[config.mk]
export PLATFORM = sky130hd
export DESIGN_NAME = tce_timer
export DESIGN_NICKNAME = d
export VERILOG_FILES = /design/src/tce_pkg.sv /design/src/tce_timer.sv /design/src/tce_in_filter.sv
export SDC_FILE = /design/constraint.sdc
export NUM_CORES = 1
export LEC_CHECK = 0
export BUFFER_PORTS_ARGS = -buffer_cell sky130_fd_sc_hd__buf_2
export CAP_MARGIN = 20
export CORE_MARGIN = 5
export CORE_UTILIZATION = 45
export DETAILED_ROUTE_END_ITERATION = 16
export PLACE_DENSITY_LB_ADDON = 0.25
export SLEW_MARGIN = 20
export SYNTH_ARGS = -nofsm -noshare
export SYNTH_HDL_FRONTEND = slang
export SYNTH_SLANG_ARGS = --single-unit
export TNS_END_PERCENT = 10
[constraint.sdc]
create_clock -name clk -period 3.33 [get_ports clk]
set_input_delay 0.1665 -clock clk [delete_from_list [all_inputs] [get_ports clk]]
set_output_delay 0.1665 -clock clk [all_outputs]
set_load 0.02 [all_outputs]
[src/tce_pkg.sv]
package tce_pkg;

   localparam int NUM_CHAN = 4;
   localparam int NUM_PINS = 4;
   localparam int DATA_W   = 16;
   localparam int ADDR_W   = 8;

   // Channel register windows sit one stride apart.
   localparam logic [4:0] OFF_COMPARE_ONE       = 5'h00;
   localparam logic [4:0] OFF_LOAD        = 5'h03;
   localparam logic [4:0] OFF_CNTR        = 5'h05;
   localparam logic [4:0] OFF_CTRL        = 5'h06;
   localparam logic [4:0] OFF_COMPARE_ONE_PRELOAD      = 5'h10;
   localparam logic [4:0] OFF_COMPARE_STATUS_CONTROL      = 5'h14;
   localparam logic [7:0] OFF_CHAN_ENABLE = 8'h1e;

   // Control register fields.
   localparam int CTRL_MODE_LSB   = 13;
   localparam int CTRL_PCS_LSB    = 9;
   localparam int CTRL_SCS_LSB    = 7;
   localparam int CTRL_ONCE_BIT   = 6;
   localparam int CTRL_LENGTH_BIT = 5;
   localparam int CTRL_IPS_BIT    = 0;
   localparam logic [15:0] CTRL_WMASK = 16'hffe1;

   // Compare status control fields.
   localparam int CS_FILT_BIT   = 13;
   localparam int CS_TCF1EN_BIT = 6;
   localparam int CS_COMPARE_ONE_FLAG_BIT   = 4;
   localparam int CS_CL1_LSB    = 0;
   localparam logic [15:0] CS_WMASK = 16'h20cf;

   localparam logic [3:0]  CHAN_ENABLE_RST = 4'hf;
   localparam logic [15:0] REG_RST         = 16'h0000;

   localparam logic [2:0] MODE_STOP   = 3'h0;
   localparam logic [2:0] MODE_RISE   = 3'h1;
   localparam logic [2:0] MODE_BOTH   = 3'h2;
   localparam logic [2:0] MODE_GATED  = 3'h3;
   localparam logic [1:0] CL1_ON_COMPARE_ONE = 2'h1;

   // Source select values 8..15 pick clk divided by 2**(value-8).
   localparam logic [3:0] PCS_PIN_LAST = 4'h3;
   localparam logic [3:0] PCS_INT_BASE = 4'h8;
   localparam int         PRESC_W      = 7;

   typedef struct packed {
      logic              wr;
      logic              rd;
      logic [ADDR_W-1:0] addr;
      logic [DATA_W-1:0] wdata;
   } tce_bus_req_type;

   typedef struct packed {
      logic [15:0]        ctrl;
      logic [15:0]        compare_status_control;
      logic [15:0]        compare_one;
      logic [15:0]        compare_one_preload;
      logic [15:0]        load;
      logic [15:0]        cntr;
      logic [PRESC_W-1:0] presc;
      logic [NUM_PINS-1:0] prev;
   } tce_chan_type;

endpackage

[src/tce_timer.sv]
// Implementation choice: strobed register access.
`timescale 1ns/1ns
module tce_timer (
   input  wire logic                      clk,
   input  wire logic                      reset_n,
   input  wire logic                      ce,
   input  wire tce_pkg::tce_bus_req_type  bus_req,
   output logic [tce_pkg::DATA_W-1:0]     rdata,
   input  wire logic [tce_pkg::NUM_PINS-1:0] count_pins,
   output logic [tce_pkg::NUM_CHAN-1:0]   compare_one_irq
);
   import tce_pkg::*;

   typedef struct packed {
      tce_chan_type [NUM_CHAN-1:0] ch;
      logic [NUM_CHAN-1:0]         chan_run_bits;
      logic [DATA_W-1:0]           rdata;
   } tce_st_type;

   tce_st_type st_r;
   tce_st_type st_nxt;

   logic [NUM_CHAN-1:0][NUM_PINS-1:0] filt_lvl;

   function automatic logic chan_hit(logic [ADDR_W-1:0] a,
                                     logic [1:0] c,
                                     logic [4:0] off);
      return a == {1'b0, c, off};
   endfunction

   function automatic logic pick(logic [NUM_PINS-1:0] v, logic [1:0] s);
      return v[s];
   endfunction

   // Divide by 2**k: tick when the low k prescaler bits are all ones.
   function automatic logic presc_tick(logic [PRESC_W-1:0] p,
                                       logic [2:0] k);
      logic [7:0] m;
      m = (8'h01 << k) - 8'h01;
      return &(p | ~m[PRESC_W-1:0]);
   endfunction

   genvar gi;
   generate
      for (gi = 0; gi < NUM_CHAN; gi++) begin : g_filt
         tce_in_filter #(
            .NPINS (NUM_PINS)
         ) u_filt (
            .clk     (clk),
            .reset_n (reset_n),
            .ce      (ce),
            .pins    (count_pins),
            .input_filter_on (st_r.ch[gi].compare_status_control[CS_FILT_BIT]),
            .lvl     (filt_lvl[gi])
         );
      end
   endgenerate

   always_comb begin
      logic [2:0] mode;
      logic [3:0] primary_source_select;
      logic [1:0] secondary_source_select;
      logic       input_polarity_invert;
      logic       is_ext;
      logic       is_int;
      logic       cur;
      logic       prv;
      logic       rise;
      logic       both;
      logic       prim;
      logic       gate;
      logic       ev;
      logic       match;
      logic       wsel;
      mode   = MODE_STOP;
      primary_source_select    = 4'h0;
      secondary_source_select    = 2'h0;
      input_polarity_invert    = 1'b0;
      is_ext = 1'b0;
      is_int = 1'b0;
      cur    = 1'b0;
      prv    = 1'b0;
      rise   = 1'b0;
      both   = 1'b0;
      prim   = 1'b0;
      gate   = 1'b0;
      ev     = 1'b0;
      match  = 1'b0;
      wsel   = 1'b0;
      st_nxt = st_r;
      st_nxt.rdata = '0;

      if (bus_req.wr && bus_req.addr == OFF_CHAN_ENABLE) begin
         st_nxt.chan_run_bits = bus_req.wdata[NUM_CHAN-1:0];
      end

      for (int i = 0; i < NUM_CHAN; i++) begin
         mode   = st_r.ch[i].ctrl[CTRL_MODE_LSB +: 3];
         primary_source_select    = st_r.ch[i].ctrl[CTRL_PCS_LSB +: 4];
         secondary_source_select    = st_r.ch[i].ctrl[CTRL_SCS_LSB +: 2];
         input_polarity_invert    = st_r.ch[i].ctrl[CTRL_IPS_BIT];
         is_ext = primary_source_select <= PCS_PIN_LAST;
         is_int = primary_source_select >= PCS_INT_BASE;

         cur  = pick(filt_lvl[i], primary_source_select[1:0]);
         prv  = pick(st_r.ch[i].prev, primary_source_select[1:0]);
         rise = (cur ^ input_polarity_invert) & ~(prv ^ input_polarity_invert);
         both = cur ^ prv;
         st_nxt.ch[i].prev = filt_lvl[i];

         prim = is_ext ? rise
                       : (is_int & presc_tick(st_r.ch[i].presc, primary_source_select[2:0]));
         gate = pick(filt_lvl[i], secondary_source_select) ^ input_polarity_invert;

         case (mode)
            MODE_RISE: begin
               ev = prim;
            end
            MODE_BOTH: begin
               ev = is_ext & both;
            end
            MODE_GATED: begin
               ev = prim & gate;
            end
            MODE_STOP: begin
               ev = 1'b0;
            end
            default: begin
               ev = 1'b0;
            end
         endcase

         ev = ev & st_r.chan_run_bits[i];

         if (st_r.chan_run_bits[i]) begin
            st_nxt.ch[i].presc = st_r.ch[i].presc + 7'h01;
         end

         match = ev & (st_r.ch[i].cntr == st_r.ch[i].compare_one);
         if (ev) begin
            if (match && st_r.ch[i].ctrl[CTRL_LENGTH_BIT]) begin
               st_nxt.ch[i].cntr = st_r.ch[i].load;
            end else begin
               st_nxt.ch[i].cntr = st_r.ch[i].cntr + 16'h0001;
            end
         end
         if (match &&
             st_r.ch[i].compare_status_control[CS_CL1_LSB +: 2] == CL1_ON_COMPARE_ONE) begin
            st_nxt.ch[i].compare_one = st_r.ch[i].compare_one_preload;
         end
         if (match && st_r.ch[i].ctrl[CTRL_ONCE_BIT] &&
             st_r.ch[i].ctrl[CTRL_LENGTH_BIT]) begin
            st_nxt.ch[i].ctrl[CTRL_MODE_LSB +: 3] = MODE_STOP;
         end

         // Software writes land after counting, so a write wins over it; a match still sets the compare flag over a flag-clearing write.
         if (bus_req.wr) begin
            if (chan_hit(bus_req.addr, 2'(i), OFF_CTRL)) begin
               st_nxt.ch[i].ctrl = bus_req.wdata & CTRL_WMASK;
            end
            if (chan_hit(bus_req.addr, 2'(i), OFF_CNTR)) begin
               st_nxt.ch[i].cntr = bus_req.wdata;
            end
            if (chan_hit(bus_req.addr, 2'(i), OFF_COMPARE_ONE)) begin
               st_nxt.ch[i].compare_one = bus_req.wdata;
            end
            if (chan_hit(bus_req.addr, 2'(i), OFF_COMPARE_ONE_PRELOAD)) begin
               st_nxt.ch[i].compare_one_preload = bus_req.wdata;
            end
            if (chan_hit(bus_req.addr, 2'(i), OFF_LOAD)) begin
               st_nxt.ch[i].load = bus_req.wdata;
            end
         end
         wsel = bus_req.wr && chan_hit(bus_req.addr, 2'(i), OFF_COMPARE_STATUS_CONTROL);
         if (wsel) begin
            st_nxt.ch[i].compare_status_control = (bus_req.wdata & CS_WMASK) |
                                  (st_r.ch[i].compare_status_control & ~CS_WMASK);
            if (!bus_req.wdata[CS_COMPARE_ONE_FLAG_BIT]) begin
               st_nxt.ch[i].compare_status_control[CS_COMPARE_ONE_FLAG_BIT] = 1'b0;
            end
         end
         if (match) begin
            st_nxt.ch[i].compare_status_control[CS_COMPARE_ONE_FLAG_BIT] = 1'b1;
         end

         if (bus_req.rd) begin
            if (chan_hit(bus_req.addr, 2'(i), OFF_CTRL)) begin
               st_nxt.rdata = st_r.ch[i].ctrl;
            end
            if (chan_hit(bus_req.addr, 2'(i), OFF_CNTR)) begin
               st_nxt.rdata = st_r.ch[i].cntr;
            end
            if (chan_hit(bus_req.addr, 2'(i), OFF_COMPARE_ONE)) begin
               st_nxt.rdata = st_r.ch[i].compare_one;
            end
            if (chan_hit(bus_req.addr, 2'(i), OFF_COMPARE_ONE_PRELOAD)) begin
               st_nxt.rdata = st_r.ch[i].compare_one_preload;
            end
            if (chan_hit(bus_req.addr, 2'(i), OFF_LOAD)) begin
               st_nxt.rdata = st_r.ch[i].load;
            end
            if (chan_hit(bus_req.addr, 2'(i), OFF_COMPARE_STATUS_CONTROL)) begin
               st_nxt.rdata = st_r.ch[i].compare_status_control;
            end
         end
      end

      if (bus_req.rd && bus_req.addr == OFF_CHAN_ENABLE) begin
         st_nxt.rdata = {{(DATA_W-NUM_CHAN){1'b0}}, st_r.chan_run_bits};
      end
   end

   always_ff @(posedge clk or negedge reset_n) begin
      if (!reset_n) begin
         st_r <= '0;
         st_r.chan_run_bits <= CHAN_ENABLE_RST;
      end else if (ce) begin
         st_r <= st_nxt;
      end
   end

   assign rdata = st_r.rdata;

   generate
      for (gi = 0; gi < NUM_CHAN; gi++) begin : g_irq
         assign compare_one_irq[gi] = st_r.ch[gi].compare_status_control[CS_COMPARE_ONE_FLAG_BIT] &
                                      st_r.ch[gi].compare_status_control[CS_TCF1EN_BIT];
      end
   endgenerate

endmodule // tce_timer

[src/tce_in_filter.sv]
`timescale 1ns/1ns
module tce_in_filter #(
   parameter int NPINS = 4
) (
   input  wire logic             clk,
   input  wire logic             reset_n,
   input  wire logic             ce,
   input  wire logic [NPINS-1:0] pins,
   input  wire logic             input_filter_on,
   output logic      [NPINS-1:0] lvl
);
   import tce_pkg::*;

   typedef struct packed {
      logic [NPINS-1:0] samp;
      logic [NPINS-1:0] h1;
      logic [NPINS-1:0] h2;
      logic [NPINS-1:0] out;
   } tce_filt_st_type;

   tce_filt_st_type st_r;
   tce_filt_st_type st_nxt;

   always_comb begin
      st_nxt = st_r;
      st_nxt.samp = pins;
      st_nxt.h1   = st_r.samp;
      st_nxt.h2   = st_r.h1;
      for (int b = 0; b < NPINS; b++) begin
         if (!input_filter_on) begin
            st_nxt.out[b] = st_r.samp[b];
         end else if (st_r.samp[b] == st_r.h1[b] &&
                      st_r.h1[b] == st_r.h2[b]) begin
            st_nxt.out[b] = st_r.samp[b];
         end
      end
   end

   always_ff @(posedge clk or negedge reset_n) begin
      if (!reset_n) begin
         st_r <= '0;
      end else if (ce) begin
         st_r <= st_nxt;
      end
   end

   assign lvl = st_r.out;

endmodule // tce_in_filter

==> summary.md, run 1 <==
| Metric | Value |
|---|---|
| CTS tree | built |
| Setup violations, final | 0 |
| Fin Setup TNS | 0 ns |
| Vias | roughly 23000 |
| Vias in the first global route | around 22000 |
| TritonCTS buffer count | 49 |
| Worst-path cell chain | mux4_2 -> xnor2_1 -> nand2_1 -> and3_1 -> a21oi_2 -> or4b_1 -> buf_4 -> o22ai_1 -> a21oi_1 |
| Site Rows | 86 |
| Initial antenna violation count | 9 |
| Ports | 53 |
| CP max FO | 16 |
| Layout area overhead | 12.8% |
| Worst EP arrival | between 3 and 4 ns |
| Final Critical Period | 3.02 ns |
| Routed len/inst | between 20 and 30 um |
| Die area | around 60000 um2 |
| Post-Syn Nets | approximately 2700 |
| Fillcell total | between 5000 and 6000 |
| Final hold viol count | 0 |
| Slew margin rel. | between 20% and 30% |
| Tcrit/Tclk final | 90.6% |
| Total clock sinks | ~430 |
| Number of routed nets with antenna violations | 0 |
| Peak supply drop | between 300 and 400 uV |
| WL final | slightly above 100000 um |
| Worst Tran Pin Value | between 1 and 1.5 ns |
| Status | completed |
| Core area | about 55000 um2 |
| Required @ worst endpoint | between 3 and 4 ns |
| Syn_area_per_cell | approximately 9.5 um2 |
| HP Class | in -> reg |
| Global route total overflow | 0 |
| Netlist area before placement | about 25000 um2 |
| Worst path slowest cell | mux4_2 |
| Delay-heaviest family, CP | compound AO/OA/AOI/OAI gates |
| Fin. max-slew vios | 0 |
| Die Span Y | ~250 um |
| Layout cells sized above 1 | 21.1% |
| CTS Root Buffer Type | clkbuf_16 |
| PwrDens | ~460 nW/um2 |
| LEAKAGE | about 12 nW |
| Pre-antenna DRT Iters | 6 |
| Max-Cap Viols | 0 |
| Crit path kind | reg -> reg |
| Chip Width | 246 um |
| Post-synth EDFFs | 0 |
| Largest net degree at the start of global routing | between 90 and 100 |
| DP Worst Slack | around 0.3 ns |
| RSZ-0062 raised after global routing | no |
| Synth cell types | approximately 100 |
| Synth Warn # | 0 |
| All-layer global routing usage | approximately a third |
| Design Power | roughly 13 mW |
| Nets@finish | between 2000 and 3000 |
| Clock latency on the worst-skew pair | about 0.60 ns |
| Clock transition at path regs | 0.06 ns |
| Routability cong. | roughly 1.0 |
| CP Capture Type | flop |
| Sequential area share after synthesis | about 43% |
| Detailed placement HPWL | 73700 um |
| Drt drc | 0 |
| Setup ws final | about 0.31 ns |
| Share of flip-flops with an asynchronous set or reset | 100% |
| CTS H-tree depth | 2 |
| R2R Setup Slk | around 0.31 ns |
| DR vias/cell | 6.66 |
| Commonest non-fill, non-tap cell in the layout | dfrtp_1 |
| Cells after Synth | between 2000 and 3000 |
| Violation count after the first detailed-route iteration | 3289 |
| Initial cell density of the core | 45.4% |
| CP startpoint kind | flop |
| First-pass GRT wire length | ~150000 um |
| Clk_skew | roughly 0.011 ns |
| Clock buffer depth | 3 |
| Max stage delay on crit path | about 0.56 ns |
| IO buf count | 52 |
| Worst path buffer plus inverter count | 1 |
| Post-CTS Repair Setup Buffers | 0 |
| Post-synthesis register bit count | 428 |
| Ys flop type | dfrtp_1 |
| Fin util | roughly half |
| Commonest cells after routing, fill and taps aside | dfrtp_1 (424), nand2_1 (239), nor2_1 (237), mux2_2 (212), a21oi_1 (165) |
| Fmax | ~330 MHz |
==> where the power goes <==
| group | switching, mW | internal (mW) | total [mW] |
|---|---|---|---|
| logic | 0.862 | 0.584 | 1.45 |
| registers | 0.437 | 5.48 | 5.91 |
| clock network | 2.27 | 3.26 | 5.53 |
| total | 3.57 | 9.32 | 12.9 |
==> worst register-to-register path: cells and delay by family, from the launching register on <==
kind	cells	cell delay, ns
AO/OA/AOI/OAI	3	0.73
XOR/XNOR	1	0.40
buffers and inverters	1	0.23
flip-flops	1	0.49
multiplexers	1	0.56
AND/OR/NAND/NOR	3	0.53
==> area by class of cell <==
class	instances	area (um2)	area share, %
antenna	2	5.00	0.0177
clock buffer	73	1470	5.20
clock inverter	13	151	0.537
inverter	58	218	0.772
multi-input combinational	1936	13100	46.5
sequential	428	10700	38.0
tap	748	936	3.32
timing repair buffer	213	1610	5.70
==> through the flow <==
stage | instances | area (um2) | hold slack (ns)
floorplan | 2631 | 25000 | -0.129
finish | 3471 | 28200 | 0.0824
global route | 3469 | 28200 | 0.102
CTS | 3469 | 28200 | 0.0522
global placement | 3378 | 26500 | 0.295
detailed placement | 3378 | 26500 | 0.293
==> routing by layer <==
metal | up-vias | GRT usage, % | routed length, um
met2 | 1396 | 50.8 | 45500
li1 | 9809 | - | -
met5 | - | 0 | 51
met1 | 11500 | 45.6 | 40500
met4 | 8 | 17.9 | 6750
met3 | 344 | 6.99 | 10500
==> registers in the layout, summed over array words and instances (netlist names) <==
register              cells
g_filt.u_filt.st_nxt      8
g_filt.u_filt.lvl        16
g_filt.u_filt.st_r        4
st_r                    384
rdata                    16
==> Yosys cell counts (7+ instances only) <==
cell / number / share of area (%)
a211o_1: 10 / 0.35
a211oi_1: 26 / 0.78
a21boi_0: 13 / 0.39
a21o_1: 14 / 0.42
a21oi_1: 165 / 3.3
a221o_1: 30 / 1.2
a221oi_1: 42 / 1.5
a22o_1: 8 / 0.28
a22oi_1: 36 / 1.1
a31oi_1: 27 / 0.68
and2_1: 29 / 0.73
and3_1: 29 / 0.73
buf_2: 50 / 1.0
buf_4: 35 / 1.1
clkbuf_1: 119 / 1.8
dfrtp_1: 424 / 42
ha_1: 8 / 0.40
inv_1: 57 / 0.86
mux2_2: 212 / 9.5
mux2i_1: 19 / 0.76
mux4_2: 10 / 0.90
nand2_1: 239 / 3.6
nand2b_1: 44 / 1.1
nand3_1: 59 / 1.2
nand3b_1: 12 / 0.36
nand4_1: 38 / 0.95
nor2_1: 238 / 3.6
nor2b_1: 15 / 0.38
nor3_1: 33 / 0.66
nor4_1: 8 / 0.20
o211ai_1: 16 / 0.48
o21ai_0: 128 / 2.6
o21ai_1: 19 / 0.38
o221a_2: 16 / 0.72
o221ai_1: 16 / 0.56
o22a_1: 7 / 0.25
o22ai_1: 103 / 2.6
o2bb2ai_1: 7 / 0.25
or2_2: 8 / 0.20
or3_1: 9 / 0.23
xnor2_1: 103 / 3.6
xor2_1: 19 / 0.67
==> worst paths after layout <==
check                                           start                             endpoint  depth (start not counted)
worst max register to register  st_r[439]$_DFFE_PN0P_                st_r[401]$_DFFE_PN0P_                          9
min in group asynchronous                     reset_n                st_r[255]$_DFFE_PN0P_                          2
worst min-delay path                      bus_req[13]                st_r[231]$_DFFE_PN0P_                          3
worst min register to register  st_r[137]$_DFFE_PN0P_                st_r[137]$_DFFE_PN0P_                          1
max in group asynchronous                     reset_n  g_filt[3].u_filt.lvl[3]$_DFFE_PN0P_                          3
worst max-delay path            st_r[439]$_DFFE_PN0P_                st_r[401]$_DFFE_PN0P_                          9
==> logic make-up (layout without fill, tap and decap cells) <==
group	Yosys count	after routing	share of synthesized area [%]
and+or+nand+nor	813	813	16.2
AOI/OAI and AO/OA	752	752	20.2
DFF	428	428	42.9
buffers and inverters	267	357	4.84
muxes	241	241	11.2
xor gates and xnor gates	122	122	4.27
adders and majority gates	8	8	0.400
other	0	2	0
==> repair_timing <==
item	CTS	global route
endpoints found under the hold margin	89	0
endpoints found under the setup margin	0	0
gates resized for setup	0	0
hold buffers	5	0
(Power assumes the default switching activity.)
==> run 2: changes to the inputs <==
--- a/config.mk
+++ b/config.mk
@@ -8,7 +8,7 @@
 export BUFFER_PORTS_ARGS = -buffer_cell sky130_fd_sc_hd__buf_2
 export CAP_MARGIN = 20
 export CORE_MARGIN = 5
-export CORE_UTILIZATION = 45
+export CORE_UTILIZATION = 35
 export DETAILED_ROUTE_END_ITERATION = 16
 export PLACE_DENSITY_LB_ADDON = 0.25
 export SLEW_MARGIN = 20
==> run 2 against run 1 <==
Effect of this change:
- sequential share of layout area is 0.61 points lower
- combinational power is 3% higher
- first-iteration DRC count is 7.6% lower
- cell area is 1.6% higher
- hold slack worse by 0.061 ns
- count of clock-buffer cells in the layout is 6 lower
- wire length is 4.3% higher
- non-clock buffer count is 15 higher
- critical path depth is 1 lower
- via count is 0.57% lower
- core utilization is 11 points lower
- largest power group is now the clock network
==> summary.md, run 2 (synthesis gave the netlist of run 1 again) <==
| Metric | Value |
|---|---|
| Status | completed |
| First-pass GRT wire length | roughly 160000 um |
| Number of routed nets with antenna violations | 0 |
| Fin. max-slew vios | 0 |
| Total clock sinks | roughly 430 |
| Area after DPL | roughly 27000 um2 |
| Clock latency on the worst-skew pair | ~0.63 ns |
| Max-Cap Viols | 0 |
| Violation count after the first detailed-route iteration | around 3000 |
| Design Power | 13.4 mW |
| Clk_skew | ~0.038 ns |
| Crit path kind | reg -> reg |
| Pre-antenna DRT Iters | 5 |
| Final hold viol count | 0 |
| Initial cell density of the core | between 30% and 40% |
| Worst hold slack | approximately 0.021 ns |
| IO buf count | 52 |
| LEAKAGE | 12.5 nW |
| Routed len/inst | around 29 um |
| Detailed placement HPWL | 77300 um |
| Worst-path cell chain | xnor2_1 -> nand4_1 -> nor4_1 -> buf_4 -> nand3b_1 -> or4_1 -> o22ai_1 -> a31oi_1 |
| Site Rows | 98 |
| Ports | 53 |
| CP max FO | 16 |
| Vias in the first global route | ~23000 |
| Fmax | roughly 310 MHz |
| Setup violations, final | 0 |
| Layout cells sized above 1 | 21.9% |
| Core area | 71100 um2 |
| Final instance area | approximately 29000 um2 |
| WL final | approximately 110000 um |
| Max FFs per register | around 380 |
| Drt drc | 0 |
| CP Capture Type | flop |
| Clock buffer depth | 3 |
| Nets@finish | roughly 2700 |
| Slew margin rel. | between 20% and 30% |
| TritonCTS buffer count | ~50 |
| Worst Tran Pin Value | roughly 1.1 ns |
| CP startpoint kind | flop |
| PwrDens | 468 nW/um2 |
| Chip Width | ~280 um |
| Tcrit/Tclk final | a little over nine tenths |
| Layout area overhead | 14.7% |
| Max stage delay on crit path | between 0.7 and 0.8 ns |
| Fin util | 40.3% |
| Required @ worst endpoint | 3.77 ns |
| Delay-heaviest family, CP | simple AND/OR/NAND/NOR gates |
| Worst path buffer plus inverter count | 1 |
| All-layer global routing usage | between 20% and 30% |
| CTS Root Buffer Type | clkbuf_16 |
| Die area | 76900 um2 |
| Largest net degree at the start of global routing | 92 |
| Worst EP arrival | about 3.6 ns |
| CTS tree | built |
| Global route total overflow | 0 |
| HP Class | in -> reg |
| Cell count after placement | around 3600 |
| RSZ-0062 raised after global routing | no |
| Clock transition at path regs | ~0.07 ns |
| Vias | approximately 23000 |
| Non-filler cells, final | between 3000 and 4000 |
| Commonest non-fill, non-tap cell in the layout | dfrtp_1 |
| Peak supply drop | between 300 and 400 uV |
| Die Span Y | roughly 280 um |
| DR vias/cell | approximately 6.2 |
| Routability cong. | approximately 1 |
| Initial antenna violation count | 5 |
| Post-CTS Resized | 0 |
| CTS H-tree depth | 2 |
| Commonest cells after routing, fill and taps aside | dfrtp_1 (424), nand2_1 (239), nor2_1 (238), mux2_2 (212), buf_4 (168) |
| Final Critical Period | 3.20 ns |
| Worst path slowest cell | or4_1 |
| Top reg by flops | st_r |
run 2: cell types whose count changed in the layout (fill, tap and decap cells not counted), sizes merged:
cell / change
buf: +15
clkinv: +11
clkbuf: -6
bufinv: +4
clkinvlp: +1
inv: -1
run 2: final cells by class:
cell class | instances | area (um2)
antenna | 2 | 5.00
clock buffer | 67 | 1450
clock inverter | 28 | 337
fill | 7072 | 42400
inverter | 58 | 218
multi-input combinational | 1936 | 13100
sequential | 428 | 10700
tap | 950 | 1190
timing repair buffer | 228 | 1660
run 2: what timing repair did:
action | CTS | global route
hold buffers | 5 | 0
setup buffers | 0 | 0
hold endpoints to repair | 75 | 0
run 2: routing by layer:
metal	wire [um]	vias to the layer above	track usage (%)
met3	8370	255	4.36
met2	48400	1195	42.2
li1	-	9833	-
met5	21	-	0
met1	46000	11700	38.1
met4	5020	4	11.0
run 2: power by group:
group          switching [mW]  total, mW  internal (mW)
logic                   0.894       1.50          0.601
clock network            2.44       6.04           3.60
registers               0.419       5.89           5.48
total                    3.75       13.4           9.68
run 2: worst paths after layout:
check	startpoint	endpoint	slack, ns	cells after the start
worst max-delay path	st_r[80]$_DFFE_PN0P_	st_r[92]$_DFFE_PN0P_	0.13	8
worst max register to register	st_r[80]$_DFFE_PN0P_	st_r[92]$_DFFE_PN0P_	0.13	8
min in group asynchronous	reset_n	st_r[442]$_DFFE_PN0P_	0.17	2
worst min-delay path	bus_req[14]	st_r[232]$_DFFE_PN0P_	0.02	3
max in group asynchronous	reset_n	st_r[80]$_DFFE_PN0P_	2.10	3
worst min register to register	st_r[30]$_DFFE_PN0P_	st_r[30]$_DFFE_PN0P_	0.47	1
run 2: worst reg2reg max path, delay by kind of cell (launching register included):
kind	cells	cell delay, ns
buffers and inverters	1	0.23
and+or+nand+nor	4	1.71
xor gates and xnor gates	1	0.32
AOI/OAI and AO/OA	2	0.33
DFF	1	0.46
run 2: through the flow:
stage / worst slack [ns] / TNS (ns)
after floorplan: 0.916 / 0
final: 0.133 / 0
after global routing: 0.0770 / 0
after detailed placement: -0.0216 / -0.0216
after CTS: 0.259 / 0
after global placement: -0.0127 / -0.0127
==> run 3: changes to the inputs <==
--- a/config.mk
+++ b/config.mk
@@ -9,6 +9,7 @@
 export CAP_MARGIN = 20
 export CORE_MARGIN = 5
 export CORE_UTILIZATION = 35
+export CTS_BUF_LIST = sky130_fd_sc_hd__clkbuf_16
 export DETAILED_ROUTE_END_ITERATION = 16
 export PLACE_DENSITY_LB_ADDON = 0.25
 export SLEW_MARGIN = 20
==> run 3 against run 2 <==
Effect of this change:
- largest cell class unchanged
- die area stayed put
- critical path type unchanged
- hold slack worse by 0.0062 ns
- sequential cell count stayed put
- largest power group is now registers
- clock skew hardly changed
- sequential share of layout area is 0.12 points higher
==> summary.md, run 3 (synthesis gave the netlist of run 1 again) <==
| Metric | Value |
|---|---|
| CTS H-tree depth | 2 |
| Vias in the first global route | approximately 23000 |
| HP Class | in -> reg |
| CP startpoint kind | flop |
| Layout area overhead | 14.3% |
| Clk_skew | around 0.038 ns |
| Final hold viol count | 0 |
| Slew margin rel. | between 20% and 30% |
| Initial antenna violation count | 5 |
| CP Capture Type | flop |
| Post-CTS Resized | 0 |
| Clock buffer depth | 3 |
| Post-CTS Repair Setup Buffers | 0 |
| RSZ-0062 raised after global routing | no |
| Number of routed nets with antenna violations | 0 |
| Die area | ~77000 um2 |
| WL final | 108000 um |
| Commonest cells after routing, fill and taps aside | dfrtp_1 (424), nand2_1 (239), nor2_1 (238), mux2_2 (212), buf_4 (168) |
| R2R Setup Slk | roughly 0.19 ns |
| Pre-antenna DRT Iters | 5 |
| Clock transition at path regs | about 0.060 ns |
| Final Critical Period | about 3.1 ns |
| LEAKAGE | roughly 12 nW |
| Initial cell density of the core | between 30% and 40% |
| Peak supply drop | roughly 340 uV |
| Max stage delay on crit path | 0.78 ns |
| Worst-path cell chain | nand2b_1 -> o22ai_1 -> mux4_2 -> a32o_1 -> a21o_1 -> o21ai_1 -> o21ai_0 -> o211ai_1 |
| DR vias/cell | just over 6 |
| Status | completed |
| Commonest non-fill, non-tap cell in the layout | dfrtp_1 |
| Clock latency on the worst-skew pair | between 0.6 and 0.7 ns |
| Comb power frac | a little under an eighth |
| Chip Width | 277 um |
| Fin Setup TNS | 0 ns |
| Max FFs per register | roughly 380 |
| Global route total overflow | 0 |
| Cell count after placement | around 3600 |
| Top reg by flops | st_r |
| Tcrit/Tclk final | 94.3% |
| Worst hold slack | 0.0152 ns |
| Required @ worst endpoint | between 3 and 4 ns |
| Layout cells sized above 1 | between 20% and 30% |
| Ports | 53 |
| Die Span Y | 277 um |
| Worst path slowest cell | o21ai_1 |
| Routed len/inst | between 20 and 30 um |
| Switching Fraction | approximately 28% |
| Nets@finish | between 2000 and 3000 |
| Fin. max-slew vios | 0 |
| Switching Power | between 3 and 4 mW |
| All-layer global routing usage | between 20% and 30% |
| Worst EP arrival | 3.66 ns |
| TritonCTS buffer count | around 50 |
| Violation count after the first detailed-route iteration | roughly 3000 |
| PwrDens | roughly 460 nW/um2 |
| Hold Buf Count CTS | 5 |
| Drt drc | 0 |
| Worst Tran Pin Value | ~1.1 ns |
| Core area | around 71000 um2 |
| Crit path kind | reg -> reg |
| Routability cong. | between 0.9 and 1 |
| Total clock sinks | between 400 and 500 |
| Max-Cap Viols | 0 |
| Setup ws final | roughly 0.19 ns |
| Detailed placement HPWL | ~77000 um |
| # diodes | 0 |
| IO buf count | 52 |
| Setup violations, final | 0 |
| Cell-internal power | about 9.4 mW |
| Register share of total power | between 40 and 50% |
| CTS tree | built |
| Non-filler cells, final | 3695 |
| Vias | ~23000 |
| Fmax | approximately 320 MHz |
| Largest net degree at the start of global routing | slightly above 90 |
| CP max FO | 12 |
| CTS Root Buffer Type | clkbuf_16 |
| Site Rows | slightly below 100 |
| Clock Power Share | a little over two fifths |
| DP Worst Slack | -0.0216 ns |
| First-pass GRT wire length | between 150000 and 200000 um |
==> run 3: cell types whose count changed in the layout (fill, tap and decap cells not counted), sizes merged <==
cell / delta
inv: +6
diode: -2
clkbuf: -15
clkinv: +9
==> run 3: worst paths after layout <==
kind,start,endpoint,cells past startpoint
min,bus_req[14],st_r[232]$_DFFE_PN0P_,3
min reg2reg,st_r[30]$_DFFE_PN0P_,st_r[30]$_DFFE_PN0P_,1
max in group asynchronous,reset_n,st_r[91]$_DFFE_PN0P_,3
min in group asynchronous,reset_n,st_r[442]$_DFFE_PN0P_,2
max reg2reg,st_r[218]$_DFFE_PN0P_,st_r[143]$_DFFE_PN0P_,8
max,st_r[218]$_DFFE_PN0P_,st_r[143]$_DFFE_PN0P_,8
==> run 3: power by group through the flow <==
stage	registers (mW)	logic [mW]	clock network [mW]
floorplan	5.79	0.890	0
global placement	5.96	1.45	0
detailed placement	5.97	1.48	0
CTS	5.88	1.49	5.88
global route	5.92	1.61	6.09
finish	5.89	1.49	5.80
==> run 3: final cells by class <==
class                           instances  area [um2]
Multi-Input combinational cell       1936       13100
Tap cell                              950        1190
Inverter                               58         218
Timing Repair Buffer                  228        1660
Sequential cell                       428       10700
Clock buffer                           52        1300
Clock inverter                         43         393
Fill cell                            7092       42500
==> run 3: per-layer routing <==
| layer | up-vias | track usage, % | routed length (um) |
|---|---|---|---|
| li1 | 9827 | - | - |
| met1 | 11600 | 38.1 | 46200 |
| met2 | 1167 | 42.5 | 48400 |
| met3 | 247 | 4.25 | 8250 |
| met4 | 4 | 10.6 | 4860 |
| met5 | - | 0 | 21 |
==> run 3: per-stage QoR <==
step                      instance area, um2  util (%)  total power, mW
after floorplan                        25000         -             6.68
after global placement                 26800      37.7             7.41
after detailed placement               26800      37.7             7.45
after CTS                              28600      40.2             13.2
after global routing                   28600      40.2             13.6
final                                  28600      40.2             13.2
==> run 3: critical path, delay by kind of cell, from the launching register on <==
family	cells	cell delay, ns
multiplexers	1	0.46
AO/OA/AOI/OAI	6	1.78
AND/OR/NAND/NOR	1	0.17
flip-flops	1	0.63
